### src/hdl/smwl_pkg.sv
// constants, state codes and command layout for the spi master block
// assumes one 10 mhz clock; used by the master, which sizes its command fifo from it
package smwl_pkg;

  // clock and serial clock timing
  localparam int unsigned CLK_PERIOD_NS = 100;
  localparam int unsigned SCLK_HALF_NS = 1000;
  // least time, so round the half period up to whole cycles
  localparam int unsigned SCLK_HALF_CYC =
    (SCLK_HALF_NS + CLK_PERIOD_NS - 1) / CLK_PERIOD_NS;

  // transfer length
  localparam int unsigned MAX_BITS = 24;
  localparam int unsigned LEN_W = 5;
  localparam logic [4:0] LEN_MIN = 5'h01;
  localparam logic [4:0] LEN_MAX = 5'h18;

  // execute control field positions
  localparam int unsigned EXE_GO_BIT = 0;
  localparam int unsigned EXE_SS_BIT = 1;

  // queued command layout: ss, go, cpha, length, transmit word
  localparam int unsigned CMD_W = 32;
  localparam int unsigned CMD_SS_POS = 31;
  localparam int unsigned CMD_GO_POS = 30;
  localparam int unsigned CMD_CPHA_POS = 29;
  localparam int unsigned CMD_LEN_POS = 24;
  localparam int unsigned CMD_FIFO_DEPTH = 4;

  // reset values
  localparam logic SS_LEVEL_RST = 1'b1;
  localparam logic [15:0] DIV_RST = 16'h0000;
  localparam logic [5:0] EDGE_RST = 6'h00;
  localparam logic [23:0] WORD_RST = 24'h000000;
  localparam logic [7:0] BYTE_RST = 8'h00;

  // transfer engine states
  typedef enum logic [2:0] {
    ST_IDLE = 3'b001,
    ST_SHIFT = 3'b010,
    ST_TAIL = 3'b100
  } smwl_state_e;

endpackage : smwl_pkg

### src/hdl/smwl_fifo.sv
// small synchronous fifo that queues execute commands for the master
// assumes a power of two depth; single clock, synchronous active high reset
`timescale 1ns/1ps

module smwl_fifo #(
  parameter int unsigned WIDTH = 32,
  parameter int unsigned DEPTH = 4
) (
  input wire logic clk,
  input wire logic rst,
  input wire logic in_valid,
  output logic in_ready,
  input wire logic [WIDTH-1:0] in_data,
  output logic out_valid,
  input wire logic out_ready,
  output logic [WIDTH-1:0] out_data
);
  localparam int unsigned AW = $clog2(DEPTH);

  logic [WIDTH-1:0] mem [DEPTH];
  logic [AW-1:0] wr_ptr_r;
  logic [AW-1:0] rd_ptr_r;
  logic [AW:0] count_r;
  logic [AW:0] count_nxt;
  logic in_ready_r;
  logic out_valid_r;
  wire push = in_valid & in_ready_r;
  wire pop = out_valid_r & out_ready;

  // flags are registered from the next count so the ports come off flops
  assign count_nxt = count_r + (AW+1)'(push) - (AW+1)'(pop);
  assign in_ready = in_ready_r;
  assign out_valid = out_valid_r;
  assign out_data = mem[rd_ptr_r];

  // storage needs no reset; valid flags guard every read
  always_ff @(posedge clk) begin
    if (push) begin
      mem[wr_ptr_r] <= in_data;
    end
  end

  // pointers and occupancy
  always_ff @(posedge clk) begin
    if (rst) begin
      wr_ptr_r <= '0;
      rd_ptr_r <= '0;
      count_r <= '0;
      in_ready_r <= 1'b0;
      out_valid_r <= 1'b0;
    end else begin
      wr_ptr_r <= push ? AW'(wr_ptr_r + 1'b1) : wr_ptr_r;
      rd_ptr_r <= pop ? AW'(rd_ptr_r + 1'b1) : rd_ptr_r;
      count_r <= count_nxt;
      in_ready_r <= count_nxt != (AW+1)'(DEPTH);
      out_valid_r <= count_nxt != '0;
    end
  end

endmodule : smwl_fifo

### src/hdl/smwl_spi_master.sv
// serial peripheral master with internal loopback
// assumes a 10 mhz clock, synchronous reset, configuration from plain ports
//
// Notes on behaviour
// - pin enable maps pins four-seven to master
// - drive clock, data out, select; data in
// - polarity bit inverts the serial clock
// - phase bit picks leading or trailing sample
// - shift one to twenty-four programmed bits
// - three transmit bytes, first is least significant
// - execute 0x01 selects slave and starts
// - execute 0x02 deselects, no transfer
// - received bits land in three receive bytes
// - loopback feeds transmit data into receive path
// - loopback leaves all pin levels static
// - loopback receive bytes equal transmit bytes in the programmed low bits, upper bits zero
// - select held at level when loopback entered
// - loopback takes writes like normal transfer
`timescale 1ns/1ps

module smwl_spi_master #(
  parameter int unsigned HALF_CYC = smwl_pkg::SCLK_HALF_CYC,
  parameter int unsigned FIFO_DEPTH = smwl_pkg::CMD_FIFO_DEPTH
) (
  input wire logic clk,
  input wire logic rst,
  input wire logic pin_config_first,
  input wire logic cfg_cpol,
  input wire logic cfg_cpha,
  input wire logic [4:0] transfer_length_field,
  input wire logic [7:0] transmit_byte_low,
  input wire logic [7:0] transmit_byte_mid,
  input wire logic [7:0] transmit_byte_high,
  input wire logic execute_wr,
  input wire logic [7:0] execute_control,
  input wire logic loopback_en,
  output logic execute_ready,
  output logic port_pin_four_o,
  output logic port_pin_four_oe,
  output logic port_pin_five_o,
  output logic port_pin_five_oe,
  input wire logic port_pin_six_i,
  output logic port_pin_seven_o,
  output logic port_pin_seven_oe,
  output logic [7:0] receive_byte_low,
  output logic [7:0] receive_byte_mid,
  output logic [7:0] receive_byte_high,
  output logic xfer_busy,
  output logic xfer_done,
  output logic ss_level
);
  import smwl_pkg::*;

  // data in reaches the sampler one pin flop and two sync flops after the
  // slave's edge, so a half period below four cycles reads stale bits
  localparam logic [15:0] HALF_LAST = 16'(HALF_CYC - 1);

  // clamp the length field into the supported range
  function automatic logic [4:0] len_clamp(input logic [4:0] len);
    logic [4:0] r;
    r = len;
    if (len < LEN_MIN) begin
      r = LEN_MIN;
    end else if (len > LEN_MAX) begin
      r = LEN_MAX;
    end
    return r;
  endfunction : len_clamp

  // command queue signals
  logic cmd_valid;
  logic cmd_pop;
  logic [CMD_W-1:0] cmd_data;
  logic [CMD_W-1:0] cmd_in;

  // engine state
  smwl_state_e state_r;
  smwl_state_e state_nxt;
  logic [15:0] div_cnt_r;
  logic [5:0] edge_cnt_r;
  logic [23:0] tx_sh_r;
  logic [23:0] rx_sh_r;
  logic mosi_r;
  logic sclk_r;
  logic cpha_r;
  logic [4:0] len_r;
  logic ss_level_r;
  logic busy_r;
  logic done_r;
  logic [7:0] rx_low_r;
  logic [7:0] rx_mid_r;
  logic [7:0] rx_high_r;

  // pin registers
  logic pin4_r;
  logic pin5_r;
  logic pin7_r;
  logic oe_r;

  // data in synchroniser; only the second stage is read
  logic miso_s1_r;
  logic miso_s2_r;

  // snapshot of the queued command; phase, length and transmit bytes are taken at the execute write
  assign cmd_in = {execute_control[EXE_SS_BIT],
                   execute_control[EXE_GO_BIT],
                   cfg_cpha,
                   len_clamp(transfer_length_field),
                   transmit_byte_high,
                   transmit_byte_mid,
                   transmit_byte_low};

  // writes queue whether or not loopback is on; four entries let select,
  // go and deselect be queued back to back
  smwl_fifo #(
    .WIDTH(CMD_W),
    .DEPTH(FIFO_DEPTH)
  ) u_cmd_fifo (
    .clk(clk),
    .rst(rst),
    .in_valid(execute_wr),
    .in_ready(execute_ready),
    .in_data(cmd_in),
    .out_valid(cmd_valid),
    .out_ready(cmd_pop),
    .out_data(cmd_data)
  );

  // command decode; a command is taken only while the engine is idle
  assign cmd_pop = (state_r == ST_IDLE) & cmd_valid;
  wire cmd_ss = cmd_data[CMD_SS_POS];
  wire cmd_go = cmd_data[CMD_GO_POS];
  wire cmd_cpha = cmd_data[CMD_CPHA_POS];
  wire [4:0] cmd_len = cmd_data[CMD_LEN_POS +: LEN_W];
  wire [23:0] cmd_tx = cmd_data[23:0];
  wire start = cmd_pop & cmd_go;
  // left-align so the top programmed bit leaves first
  wire [23:0] tx_aligned = cmd_tx << (5'(MAX_BITS) - cmd_len);

  // half period divider, running only while a frame is on
  wire running = (state_r == ST_SHIFT) | (state_r == ST_TAIL);
  wire tick = running & (div_cnt_r == HALF_LAST);
  wire shift_tick = tick & (state_r == ST_SHIFT);
  // edges are numbered from zero; even numbers are leading edges
  wire is_lead = ~edge_cnt_r[0];
  // a frame has 2n edges, so the last one is number 2n-1
  wire [5:0] last_num = {len_r, 1'b0} - 6'h01;
  wire last_edge = edge_cnt_r == last_num;
  wire sample_now = shift_tick & (cpha_r ^ is_lead);
  wire drive_now = shift_tick & ~(cpha_r ^ is_lead);
  wire finish = tick & (state_r == ST_TAIL);
  // loopback takes the internal data out instead of the pin
  wire rx_bit = loopback_en ? mosi_r : miso_s2_r;

  // next state
  always_comb begin
    state_nxt = state_r;
    case (state_r)
      ST_IDLE: begin
        if (start) begin
          state_nxt = ST_SHIFT;
        end
      end
      ST_SHIFT: begin
        if (shift_tick & last_edge) begin
          state_nxt = ST_TAIL;
        end
      end
      ST_TAIL: begin
        if (tick) begin
          state_nxt = ST_IDLE;
        end
      end
      default: begin
        state_nxt = ST_IDLE;
      end
    endcase
  end

  // state register
  always_ff @(posedge clk) begin
    if (rst) begin
      state_r <= ST_IDLE;
    end else begin
      state_r <= state_nxt;
    end
  end

  // half period divider
  always_ff @(posedge clk) begin
    if (rst | ~running | tick) begin
      div_cnt_r <= DIV_RST;
    end else begin
      div_cnt_r <= div_cnt_r + 16'h0001;
    end
  end

  // edge counter and internal serial clock; 2n toggles end at idle level,
  // and a restart at each go keeps a frame off any stale edge count
  always_ff @(posedge clk) begin
    if (rst | start) begin
      edge_cnt_r <= EDGE_RST;
      sclk_r <= 1'b0;
    end else if (shift_tick) begin
      edge_cnt_r <= edge_cnt_r + 6'h01;
      sclk_r <= ~sclk_r;
    end
  end

  // per transfer format, held for the whole frame
  always_ff @(posedge clk) begin
    if (rst) begin
      cpha_r <= 1'b0;
      len_r <= LEN_MIN;
    end else if (start) begin
      cpha_r <= cmd_cpha;
      len_r <= cmd_len;
    end
  end

  // transmit shifter; phase zero puts the first bit out before any edge,
  // while phase one waits for the leading edge to put it out
  always_ff @(posedge clk) begin
    if (rst) begin
      tx_sh_r <= WORD_RST;
      mosi_r <= 1'b0;
    end else if (start & cmd_cpha) begin
      tx_sh_r <= tx_aligned;
    end else if (start) begin
      tx_sh_r <= {tx_aligned[22:0], 1'b0};
      mosi_r <= tx_aligned[23];
    end else if (drive_now) begin
      tx_sh_r <= {tx_sh_r[22:0], 1'b0};
      mosi_r <= tx_sh_r[23];
    end
  end

  // receive shifter fills from the bottom so bits end right-aligned
  always_ff @(posedge clk) begin
    if (rst | start) begin
      rx_sh_r <= WORD_RST;
    end else if (sample_now) begin
      rx_sh_r <= {rx_sh_r[22:0], rx_bit};
    end
  end

  // receive bytes update once, when the frame ends, so a host read
  // during a frame sees the previous word whole
  always_ff @(posedge clk) begin
    if (rst) begin
      rx_low_r <= BYTE_RST;
      rx_mid_r <= BYTE_RST;
      rx_high_r <= BYTE_RST;
    end else if (finish) begin
      rx_low_r <= rx_sh_r[7:0];
      rx_mid_r <= rx_sh_r[15:8];
      rx_high_r <= rx_sh_r[23:16];
    end
  end

  // busy and done; start and finish never share a cycle. done stays up
  // until the next go so a slow poll still sees the frame end
  always_ff @(posedge clk) begin
    if (rst) begin
      busy_r <= 1'b0;
      done_r <= 1'b0;
    end else if (start) begin
      busy_r <= 1'b1;
      done_r <= 1'b0;
    end else if (finish) begin
      busy_r <= 1'b0;
      done_r <= 1'b1;
    end
  end

  // select level follows every taken command, go or not; a deselect
  // queued behind a frame waits for it, so select never lifts mid frame
  always_ff @(posedge clk) begin
    if (rst) begin
      ss_level_r <= SS_LEVEL_RST;
    end else if (cmd_pop) begin
      ss_level_r <= cmd_ss;
    end
  end

  // data in crosses from the pin through two flops; their delay is what
  // sets the least half period
  always_ff @(posedge clk) begin
    if (rst) begin
      miso_s1_r <= 1'b0;
      miso_s2_r <= 1'b0;
    end else begin
      miso_s1_r <= port_pin_six_i;
      miso_s2_r <= miso_s1_r;
    end
  end

  // pin drive; frozen in loopback, which also latches the select level
  // that stood when loopback was entered. changing polarity while frozen
  // lands on the pin as a step once loopback ends.
  always_ff @(posedge clk) begin
    if (rst) begin
      pin4_r <= 1'b0;
      pin5_r <= 1'b0;
      pin7_r <= SS_LEVEL_RST;
    end else if (~loopback_en) begin
      pin4_r <= cfg_cpol ^ sclk_r;
      pin5_r <= mosi_r;
      pin7_r <= ss_level_r;
    end else begin
      pin4_r <= pin4_r;
      pin5_r <= pin5_r;
      pin7_r <= pin7_r;
    end
  end

  // pins are driven only when the master owns them
  always_ff @(posedge clk) begin
    if (rst) begin
      oe_r <= 1'b0;
    end else begin
      oe_r <= pin_config_first;
    end
  end

  // outputs straight from flops
  assign port_pin_four_o = pin4_r;
  assign port_pin_five_o = pin5_r;
  assign port_pin_seven_o = pin7_r;
  assign port_pin_four_oe = oe_r;
  assign port_pin_five_oe = oe_r;
  assign port_pin_seven_oe = oe_r;
  assign receive_byte_low = rx_low_r;
  assign receive_byte_mid = rx_mid_r;
  assign receive_byte_high = rx_high_r;
  assign xfer_busy = busy_r;
  assign xfer_done = done_r;
  assign ss_level = ss_level_r;

endmodule : smwl_spi_master

### config.mk
export PLATFORM = sky130hd
export DESIGN_NAME = smwl_spi_master
export DESIGN_NICKNAME = d
export VERILOG_FILES = /design/src/hdl/smwl_pkg.sv /design/src/hdl/smwl_fifo.sv /design/src/hdl/smwl_spi_master.sv
export SDC_FILE = /design/constraint.sdc
export NUM_CORES = 1
export LEC_CHECK = 0
export BUFFER_PORTS_ARGS = -buffer_cell sky130_fd_sc_hd__buf_2
export CAP_MARGIN = 20
export CORE_UTILIZATION = 45
export CTS_BUF_LIST = sky130_fd_sc_hd__clkbuf_8 sky130_fd_sc_hd__clkbuf_16
export CTS_CLUSTER_DIAMETER = 40
export CTS_CLUSTER_SIZE = 10
export DETAILED_ROUTE_END_ITERATION = 8
export PLACE_DENSITY = 0.63
export SLEW_MARGIN = 10
export SYNTH_ARGS = -nofsm -noshare
export SYNTH_HDL_FRONTEND = slang
export SYNTH_SLANG_ARGS = --single-unit
### constraint.sdc
create_clock -name clk -period 4.95 [get_ports clk]
set_input_delay 0.2475 -clock clk [delete_from_list [all_inputs] [get_ports clk]]
set_output_delay 0.2475 -clock clk [all_outputs]
set_load 0.03 [all_outputs]
Word-level counts from Yosys, hierarchy flattened
Memories as Yosys holds them, arrays and structs flattened. A register that Yosys moved wholly into a read port is not among the register bits. Index checks and enable logic that the tools add are counted.

Register bits: 123. Bits in latches: 0. Memory bits (writable): 128. Memory bits (read-only): 0. Input bits: 45. Output and inout port bits: 34. Memories kept: 1.

Memories: u_cmd_fifo.mem (words 4, width 32, rd ports 1, clocked after memory_dff 1, write ports 1, line smwl_fifo.sv:20) `logic [WIDTH-1:0] mem [DEPTH];`.

$add $sub $neg: 8. Multiply operators: 0. Divide/modulo/power cells: 0. Magnitude comparators: 2. Equal/unequal tests: 9. Shifts and indexed selects: 1. Mux-type cells: 18. Bitwise logic cells: 22. Reductions and logical operators: 7.

Operators with widths (number): 24-bit two-way mux (3); 24-bit by 5-bit << shifter with 24-bit output (1); 16-bit by 1-bit adder with 16-bit output, second input constant (1); 16-bit by 4-bit equality test with 1-bit output, second input constant (1); 1-bit bitwise AND (11); 5-bit two-way mux (2); 3-bit two-way mux (3); 3-bit one-hot mux with 3 select lines (1); 1-bit two-way mux (7); 6-bit by 1-bit adder with 6-bit output, second input constant (1); 6-bit equality test (1); 3-bit nonzero test (2); 6-bit by 1-bit subtractor with 6-bit output, second input constant (1); 5-bit > comparator, second input constant (1); 5-bit by 1-bit < comparator with 1-bit output, second input constant (1); 1-bit NOT (5); 5-bit subtractor, first input constant (1); 2-bit by 1-bit adder with 2-bit output, second input constant (2); 2-bit two-way mux (2); 2-bit != test, second input constant (2); 1-bit OR (4); 2-bit nonzero test (2); 3-bit by 1-bit adder with 3-bit output (1); 3-bit by 1-bit equality test with 1-bit output, second input constant (1); 9 further kinds (10).

Longest topological paths before layout
Gate-level depths: netlist of run 1.

Depth in word-level cells: 8. Gate-level depth with buffers: 16. Mapped depth without buffers: 10.

Hierarchy
From an unflattened synthesis of run 1, not the netlist that was laid out.

Cell total of the unflattened synthesis: 990. Area total of the unflattened synthesis: 11551.1 um2.

By module, submodules not included: smwl_spi_master (times used 1, cells each 773, area an instance 6404.9 um2); smwl_fifo (times used 1, cells each 217, area an instance 5146.2 um2).

Worst setup path after synthesis of run 1
Ideal clock, no wire load.

Path type: reg-to-reg. From: register (tool-made name). To: register tx_sh_r[12]. Library setup time: 0.095 ns. Arrival time: 3.223 ns. Slack: 1.631 ns. Cell stages (with the launch flop): 14. Clock period less this slack: 3.319 ns. Cell sequence: dfxtp_1 -> buf_6 -> mux4_2 -> buf_6 -> buf_6 -> buf_6 -> inv_1 -> ha_1 -> inv_1 -> clkbuf_1 -> mux4_2 -> nand2_1 -> o2111ai_1 -> a221oi_1.

RTL lines: to (signal assigned) (line smwl_spi_master.sv:228) `tx_sh_r <= tx_aligned;`; to (signal assigned) (line smwl_spi_master.sv:230) `tx_sh_r <= {tx_aligned[22:0], 1'b0};`; to (signal assigned) (line smwl_spi_master.sv:233) `tx_sh_r <= {tx_sh_r[22:0], 1'b0};`; to (decl) (line smwl_spi_master.sv:81) `logic [23:0] tx_sh_r;`.

==> results of run 1 <==
[flip-flops by register name (all words and copies together), names as in the netlist, 2 cells and up, named ones only]
signal,flops
u_cmd_fifo.wr_ptr_r,2
u_cmd_fifo.mem,128
receive_byte_low,8
len_r,5
u_cmd_fifo.rd_ptr_r,2
state_r,3
receive_byte_mid,8
tx_sh_r,24
div_cnt_r,16
receive_byte_high,8
rx_sh_r,24
u_cmd_fifo.count_r,3
edge_cnt_r,6
[final timing paths]
| kind | from | endpoint | slack (ns) | cells past startpoint |
|---|---|---|---|---|
| max | register | tx_sh_r[16] | 1.36 | 9 |
| min | loopback_en | port_pin_seven_o | 0.08 | 2 |
| max reg2reg | register | tx_sh_r[16] | 1.36 | 9 |
| min reg2reg | miso_s1_r | miso_s2_r | 0.44 | 1 |
[power groups by stage]
stage	Combinational (W)	Sequential, W	Clock [W]
CTS	0.00333	0.00258	0.00268
global route	0.00364	0.00260	0.00278
floorplan	0.00265	0.00260	0
global placement	0.00328	0.00261	0
detailed placement	0.00329	0.00262	0
finish	0.00333	0.00258	0.00263
[cells in the final DEF, fill, tap and decap left out, drive strengths merged, types with 5 or more instances in the layout]
| cell type | netlist | layout |
|---|---|---|
| nand4 | 6 | 6 |
| clkinv | 0 | 6 |
| nand2b | 5 | 5 |
| nand2 | 161 | 161 |
| nor3 | 13 | 13 |
| dlygate4sd3 | 0 | 31 |
| dfxtp | 125 | 125 |
| mux2i | 37 | 37 |
| nor2b | 7 | 7 |
| edfxtp | 128 | 128 |
| mux2 | 21 | 21 |
| a31oi | 5 | 5 |
| buf | 29 | 89 |
| a21oi | 80 | 80 |
| clkbuf | 30 | 45 |
| and3 | 6 | 6 |
| a211oi | 8 | 8 |
| clkinvlp | 0 | 5 |
| o221ai | 8 | 8 |
| inv | 22 | 27 |
| o211ai | 7 | 7 |
| nor2 | 67 | 67 |
| ha | 11 | 11 |
| or3 | 8 | 8 |
| mux4 | 45 | 45 |
| xnor2 | 20 | 20 |
| o21ai | 22 | 22 |
| nand3 | 18 | 18 |
| xor2 | 15 | 15 |
[per-layer routing]
| metal | vias up | wire [um] | GRT usage (%) |
|---|---|---|---|
| li1 | 3676 | - | - |
| met1 | 3636 | 10700 | 24.7 |
| met2 | 148 | 10700 | 29.3 |
| met3 | 38 | 974 | 3.53 |
| met4 | 0 | 456 | 5.97 |
| met5 | - | 0 | 0 |
[area by class of cell]
class / instances / area [um2]
fill: 2097 / 11000
sequential: 253 / 6350
multi-input combinational: 617 / 4510
clock buffer: 45 / 1070
timing repair buffer: 120 / 798
tap: 324 / 405
clock inverter: 19 / 204
inverter: 22 / 82.6
[logic make-up (layout without fill, tap and decap cells)]
group                    count (synthesis)  in the layout  synth area share [%]
AND/OR/NAND/NOR                        304            304                  11.8
flip-flops                             253            253                  56.5
AO/OA/AOI/OAI                          163            163                  9.24
multiplexers                           103            103                  14.5
buffers and inverters                   81            206                  3.44
XOR/XNOR                                35             35                  3.10
adder cells (fa/ha/maj)                 12             12                  1.40
[critical path: stages (launching register included)]
cell,delay (ns)
dfxtp_1,0.56
buf_4,0.42
mux4_2,0.52
xnor2_4,0.36
buf_4,0.30
mux4_2,0.56
and2_1,0.19
a211oi_2,0.23
mux2i_1,0.13
a211oi_2,0.22
[metrics by stage]
step                      util [%]  hold slack (ns)
after floorplan                  -            0.327
after global placement        48.5            0.418
after detailed placement      48.5            0.426
after CTS                     55.0           0.0661
after global routing          55.0           0.0934
final                         55.0           0.0763
==> metrics.csv, run 1 <==
stage,metric,value,unit
yosys,synth_top_cells_by_count,"nand2_1 (161), edfxtp_1 (128), dfxtp_1 (125)",
yosys,synth.distinct_cells,70,
sta,fmax,279,MHz
critical_path,cp_max_fo,25,
die,rows,57,
clocking,cts_tree,built,
clocking,cts_setup_buffers,0,
sta,setup_viol,0,
placed_design,routabilityCongestion,0.824,
clocking,worstSkewPairLatency,0.52,ns
grt,grt_max_degree,48,
final_layout,finalNetCount,1110,
clocking,postCtsHoldBufs,31,
sta,post-route-period-util,72.4,%
die,fp.dieW,160,um
power_and_ir_drop,clkPwrFrac,30.8,%
clocking,clkSinkCount,253,
yosys,synth_area_leaders,"edfxtp_1 (34%), dfxtp_1 (22%), mux4_2 (8.8%)",
route,wl,22900,um
sta,finClkSkew,0.0228,ns
grt,grt_pass1_wl,37800,um
grt,grtUsageTotal,18.2,%
final_layout,antennaDiodeCount,0,
yosys,synthArstFlopShare,0,%
final_layout,fin_cells,1400,
job,maxCapViolCount,0,
power_and_ir_drop,power.switching,0.00297,W
grt,first_global_vias,7401,
placed_design,place_area,0.0118,mm2
clocking,cts_inserted_buffers,39,
final_layout,drive_gt1_share,21.5,%
route,first_pass_iters,8,
sta,relSlewSlack,38.9,%
clocking,post_cts_resized,0,
yosys,synth_edf_count,128,
placed_design,dpl.hpwl,14200,um
route,drt_iter0_markers,521,
sta,finalCriticalPeriod,3.59,ns
sta,fin_tns_setup,0,ns
final_layout,syn2layout_area_growth,19.4,%
sta,final_hold_viol_count,0,
sta,slew_viol_final,0,
placed_design,post-place-cells,1305,
critical_path,worst_setup_path_end_kind,register,
route,via_count,7498,
power_and_ir_drop,sequentialPowerShare,30.2,%
clocking,cts_root_buf,clkbuf_16,
clocking,clk_path_buf_depth,3,
die,initial_core_util,46.1,%
route,wire_per_inst,16.3,um
yosys,ys_seq_elements,253,
die,io_pins,79,
final_layout,fin_area,0.0134,mm2
power_and_ir_drop,power.total,0.00854,W
power_and_ir_drop,ir_drop,0.000359,V
worst_hold_path,hold_path.class,primary input to register,
clocking,h-tree-depth,2,
power_and_ir_drop,p_int,0.00556,W
critical_path,crit_type,register to register,
yosys,synth_nets,1008,
status,status,"complete, no violations",
power_and_ir_drop,p_leak,4.79,nW
yosys,yosys_warnings,0,
route,postRouteAntennaNets,0,
sta,rsz0062_at_grt,false,
yosys,netlist_instances,951,
die,die_area,0.0256,mm2
critical_path,worst_ep_required_time,5.37,ns
critical_path,worstPathArrival,4.01,ns
sta,tightest_slew,0.912,ns
grt,grt_overflow,0,
route,vias_per_cell,5.36,
yosys,synth-seq-area-share,56.5,%
yosys,synth.most_common_cell,nand2_1,
yosys,synth_top_cell_area_share,34.2,%
yosys,synth_top_cell_by_area,edfxtp_1,
yosys,synth_area,0.0112,mm2
power_and_ir_drop,cellPowerDensity,636,mW/mm2
die,fp.coreArea,0.0244,mm2
clocking,clk_pin_slew,0.05,ns
power_and_ir_drop,combinationalPowerShare,39.0,%
yosys,syn_area_per_cell,11.8,um2
placed_design,place_ws,1.36,ns
yosys,ys.flop_type,edfxtp_1,
route,drc,0,
critical_path,critPathLaunchType,register,
power_and_ir_drop,switching_share,34.8,%
sta,fin_ws,1.36,ns
die,die_h,160,um
placed_design,port_buffers,72,
grt,antenna_found_initial,0,
Note: power is estimated with default switching activity, not from simulation.
==> run 2: changes to the inputs <==
PLACE_DENSITY = 0.66   (was 0.63)
clock period = 2.9 ns   (was 4.95 ns; I/O delays follow)
==> run 2 against run 1 <==
Compared with the run above: utilization is 1.5 points higher; clock-buffer cell count is 5 lower; worst hold slack worse by 0.026 ns; setup slack worse by 1.3 ns; critical path depth is 2 higher; global-route usage is 0.20 points higher; largest cell class unchanged.
==> metrics.csv, run 2 (same netlist as run 1, synthesis figures left out) <==
stage,metric,value,unit,change
status,status,"complete, no violations",,unchanged
clocking,clkSinkCount,253,,unchanged
sta,hold_ws,0.0504,ns,was 0.0763 ns
grt,grt_pass1_wl,38300,um,was 37800 um
critical_path,path_depth,11,,was 9
placed_design,routabilityCongestion,0.848,,was 0.824
die,initial_core_util,46.1,%,unchanged
power_and_ir_drop,power.switching,0.00536,W,was 0.00297 W
final_layout,layout_commonest_cell,nand2_1,,unchanged
sta,final_hold_viol_count,0,,unchanged
sta,finClkSkew,0.0279,ns,was 0.0228 ns
sta,fin_tns_setup,0,ns,unchanged
sta,post-route-period-util,97.3,%,was 72.4%
power_and_ir_drop,p_int,0.00991,W,was 0.00556 W
final_layout,final_core_util,56.5,%,was 55.0%
grt,grt_max_degree,39,,was 48
clocking,worstSkewPairLatency,0.51,ns,was 0.52 ns
route,postRouteAntennaNets,0,,unchanged
power_and_ir_drop,sequentialPowerShare,28.8,%,was 30.2%
final_layout,finalNetCount,1157,,was 1110
die,fp.dieW,160,um,unchanged
final_layout,top_regs,"u_cmd_fifo.mem x128, rx_sh_r x24, tx_sh_r x24",,unchanged
critical_path,critPathLaunchType,register,,unchanged
critical_path,cp_slowest_cell,mux4_2,,was dfxtp_1
critical_path,timing.rr.end,tx_sh_r[16],,unchanged
grt,grt_overflow,0,,unchanged
final_layout,fin_cells,1444,,was 1400
critical_path,cp_max_fo,6,,was 25
placed_design,port_buffers,72,,unchanged
final_layout,largest_register,u_cmd_fifo.mem,,unchanged
sta,relSlewSlack,59.6,%,was 38.9%
die,io_pins,79,,unchanged
power_and_ir_drop,cellPowerDensity,1110,mW/mm2,was 636 mW/mm2
power_and_ir_drop,combinationalPowerShare,44.8,%,was 39.0%
critical_path,slowest_delay,0.56,ns,about the same
clocking,clk_pin_slew,0.05,ns,about the same
route,wl,23100,um,was 22900 um
power_and_ir_drop,clkPwrFrac,26.4,%,was 30.8%
clocking,cts_root_buf,clkbuf_16,,unchanged
final_layout,antennaDiodeCount,0,,unchanged
route,drt_iter0_markers,494,,was 521
sta,slew_viol_final,0,,unchanged
die,die_h,160,um,unchanged
die,fp.coreArea,0.0244,mm2,unchanged
clocking,h-tree-depth,2,,unchanged
worst_hold_path,hold_depth,4,,was 2
critical_path,worstPathArrival,3.24,ns,was 4.01 ns
power_and_ir_drop,ir_drop,0.000581,V,was 0.000359 V
final_layout,drive_gt1_share,25.5,%,was 21.5%
worst_hold_path,hold_start,execute_wr,,was loopback_en
critical_path,worst-path-buf-inv,3,,was 2
placed_design,post-place-cells,1344,,was 1305
route,vias_per_cell,5.26,,was 5.36
grt,antenna_found_initial,0,,unchanged
clocking,clk_path_buf_depth,3,,unchanged
worst_hold_path,min_to,u_cmd_fifo.wr_ptr_r[1],,was port_pin_seven_o
critical_path,crit_chain,mux4_2 -> inv_4 -> ha_4 -> inv_4 -> xnor2_4 -> buf_4 -> mux4_2 -> and2_4 -> a211oi_4 -> mux2i_1 -> a211oi_2,,was buf_4 -> mux4_2 -> xnor2_4 -> buf_4 -> mux4_2 -> and2_1 -> a211oi_2 -> mux2i_1 -> a211oi_2
critical_path,rrSetupSlack,0.08,ns,was 1.36 ns
grt,first_global_vias,7623,,was 7401
sta,rsz0062_at_grt,true,,was false
die,rows,57,,unchanged
sta,fmax,354,MHz,was 279 MHz
critical_path,ff2ff_path_depth,11,,was 9
power_and_ir_drop,switching_share,35.1,%,was 34.8%
clocking,cts_tree,built,,unchanged
critical_path,worst_ep_required_time,3.31,ns,was 5.37 ns
grt,grtUsageTotal,18.4,%,was 18.2%
route,first_pass_iters,5,,was 8
final_layout,largest_reg_flops,128,,unchanged
power_and_ir_drop,p_leak,5.00,nW,was 4.79 nW
worst_hold_path,hold_path.class,primary input to register,,unchanged
sta,setup_viol,0,,unchanged
job,maxCapViolCount,0,,unchanged
placed_design,dpl.hpwl,14900,um,was 14200 um
die,die_area,0.0256,mm2,unchanged
critical_path,worst_setup_path_end_kind,register,,unchanged
sta,tightest_slew,0.598,ns,was 0.912 ns
route,via_count,7591,,was 7498
route,wire_per_inst,16.0,um,was 16.3 um
final_layout,syn2layout_area_growth,22.7,%,was 19.4%
route,drc,0,,unchanged
critical_path,crit_type,register to register,,unchanged
final_layout,most-common-layout-cells,"nand2_1 (161), edfxtp_1 (128), dfxtp_1 (124)",,unchanged
clocking,cts_inserted_buffers,37,,was 39
critical_path,crit_family,multiplexers,,unchanged
sta,finalCriticalPeriod,2.82,ns,was 3.59 ns
## run 2: cell count changes in the layout (fill, tap and decap cells not counted), moves of 3 or more
cell	previous run	this run
buf_4	17	61
clkbuf_8	5	2
clkinv_4	3	0
clkinvlp_4	5	2
## run 2: worst register-to-register path, stage by stage, from the launching register on
cell and delay (ns):
dfxtp_4 0.37, mux4_2 0.56, inv_4 0.08, ha_4 0.13
inv_4 0.04, xnor2_4 0.22, buf_4 0.17, mux4_2 0.51
and2_4 0.18, a211oi_4 0.16, mux2i_1 0.12, a211oi_2 0.17
## run 2: worst max-delay path by stage
| stage | end | startpoint | slack [ns] |
|---|---|---|---|
| 2_1_floorplan | tx_sh_r[16] | register | -0.09 |
| 3_3_place_gp | tx_sh_r[8] | register | 0.03 |
| 4_1_cts | tx_sh_r[8] | register | 0.002 |
| 3_5_place_dp | tx_sh_r[8] | register | 0.001 |
| 5_1_grt | tx_sh_r[8] | register | -0.07 |
| 6_report | tx_sh_r[16] | register | 0.08 |
## run 2: per-layer routing
layer	global-route usage, %	wire length, um
met5	0	0
met4	5.76	461
met3	3.61	930
met2	30.2	10900
met1	24.6	10800
## run 2: power by group through the flow
| stage | registers (W) | logic, W | clock network, W |
|---|---|---|---|
| after CTS | 0.00439 | 0.00650 | 0.00410 |
| after global placement | 0.00444 | 0.00631 | 0 |
| after floorplan | 0.00443 | 0.00471 | 0 |
| after global routing | 0.00443 | 0.00743 | 0.00427 |
| after detailed placement | 0.00445 | 0.00634 | 0 |
| final | 0.00439 | 0.00685 | 0.00403 |
## run 2: area by class of cell
type	instances	area, um2
Clock buffer	40	978
Multi-Input combinational cell	617	4600
Inverter	22	87.6
Clock inverter	19	150
Tap cell	324	405
Fill cell	2008	10600
Timing Repair Buffer	169	1210
Sequential cell	253	6350
## run 2: timing repair
action                                  4_1_cts  5_1_grt
pin swaps                                     1        6
gates cloned                                  0        1
endpoints found under the setup margin        2       18
endpoints found under the hold margin       121        0
buffers inserted                              2        7
hold buffers                                 32        0
gates resized for setup                       4       12
## run 2: through the flow
stage / area (um2) / setup WS [ns] / total power [W]
floorplan: 11300 / -0.0930 / 0.00915
global placement: 12200 / 0.0279 / 0.0107
detailed placement: 12200 / 0.00117 / 0.0108
CTS: 13700 / 0.00218 / 0.0150
global route: 13800 / -0.0739 / 0.0161
finish: 13800 / 0.0775 / 0.0153
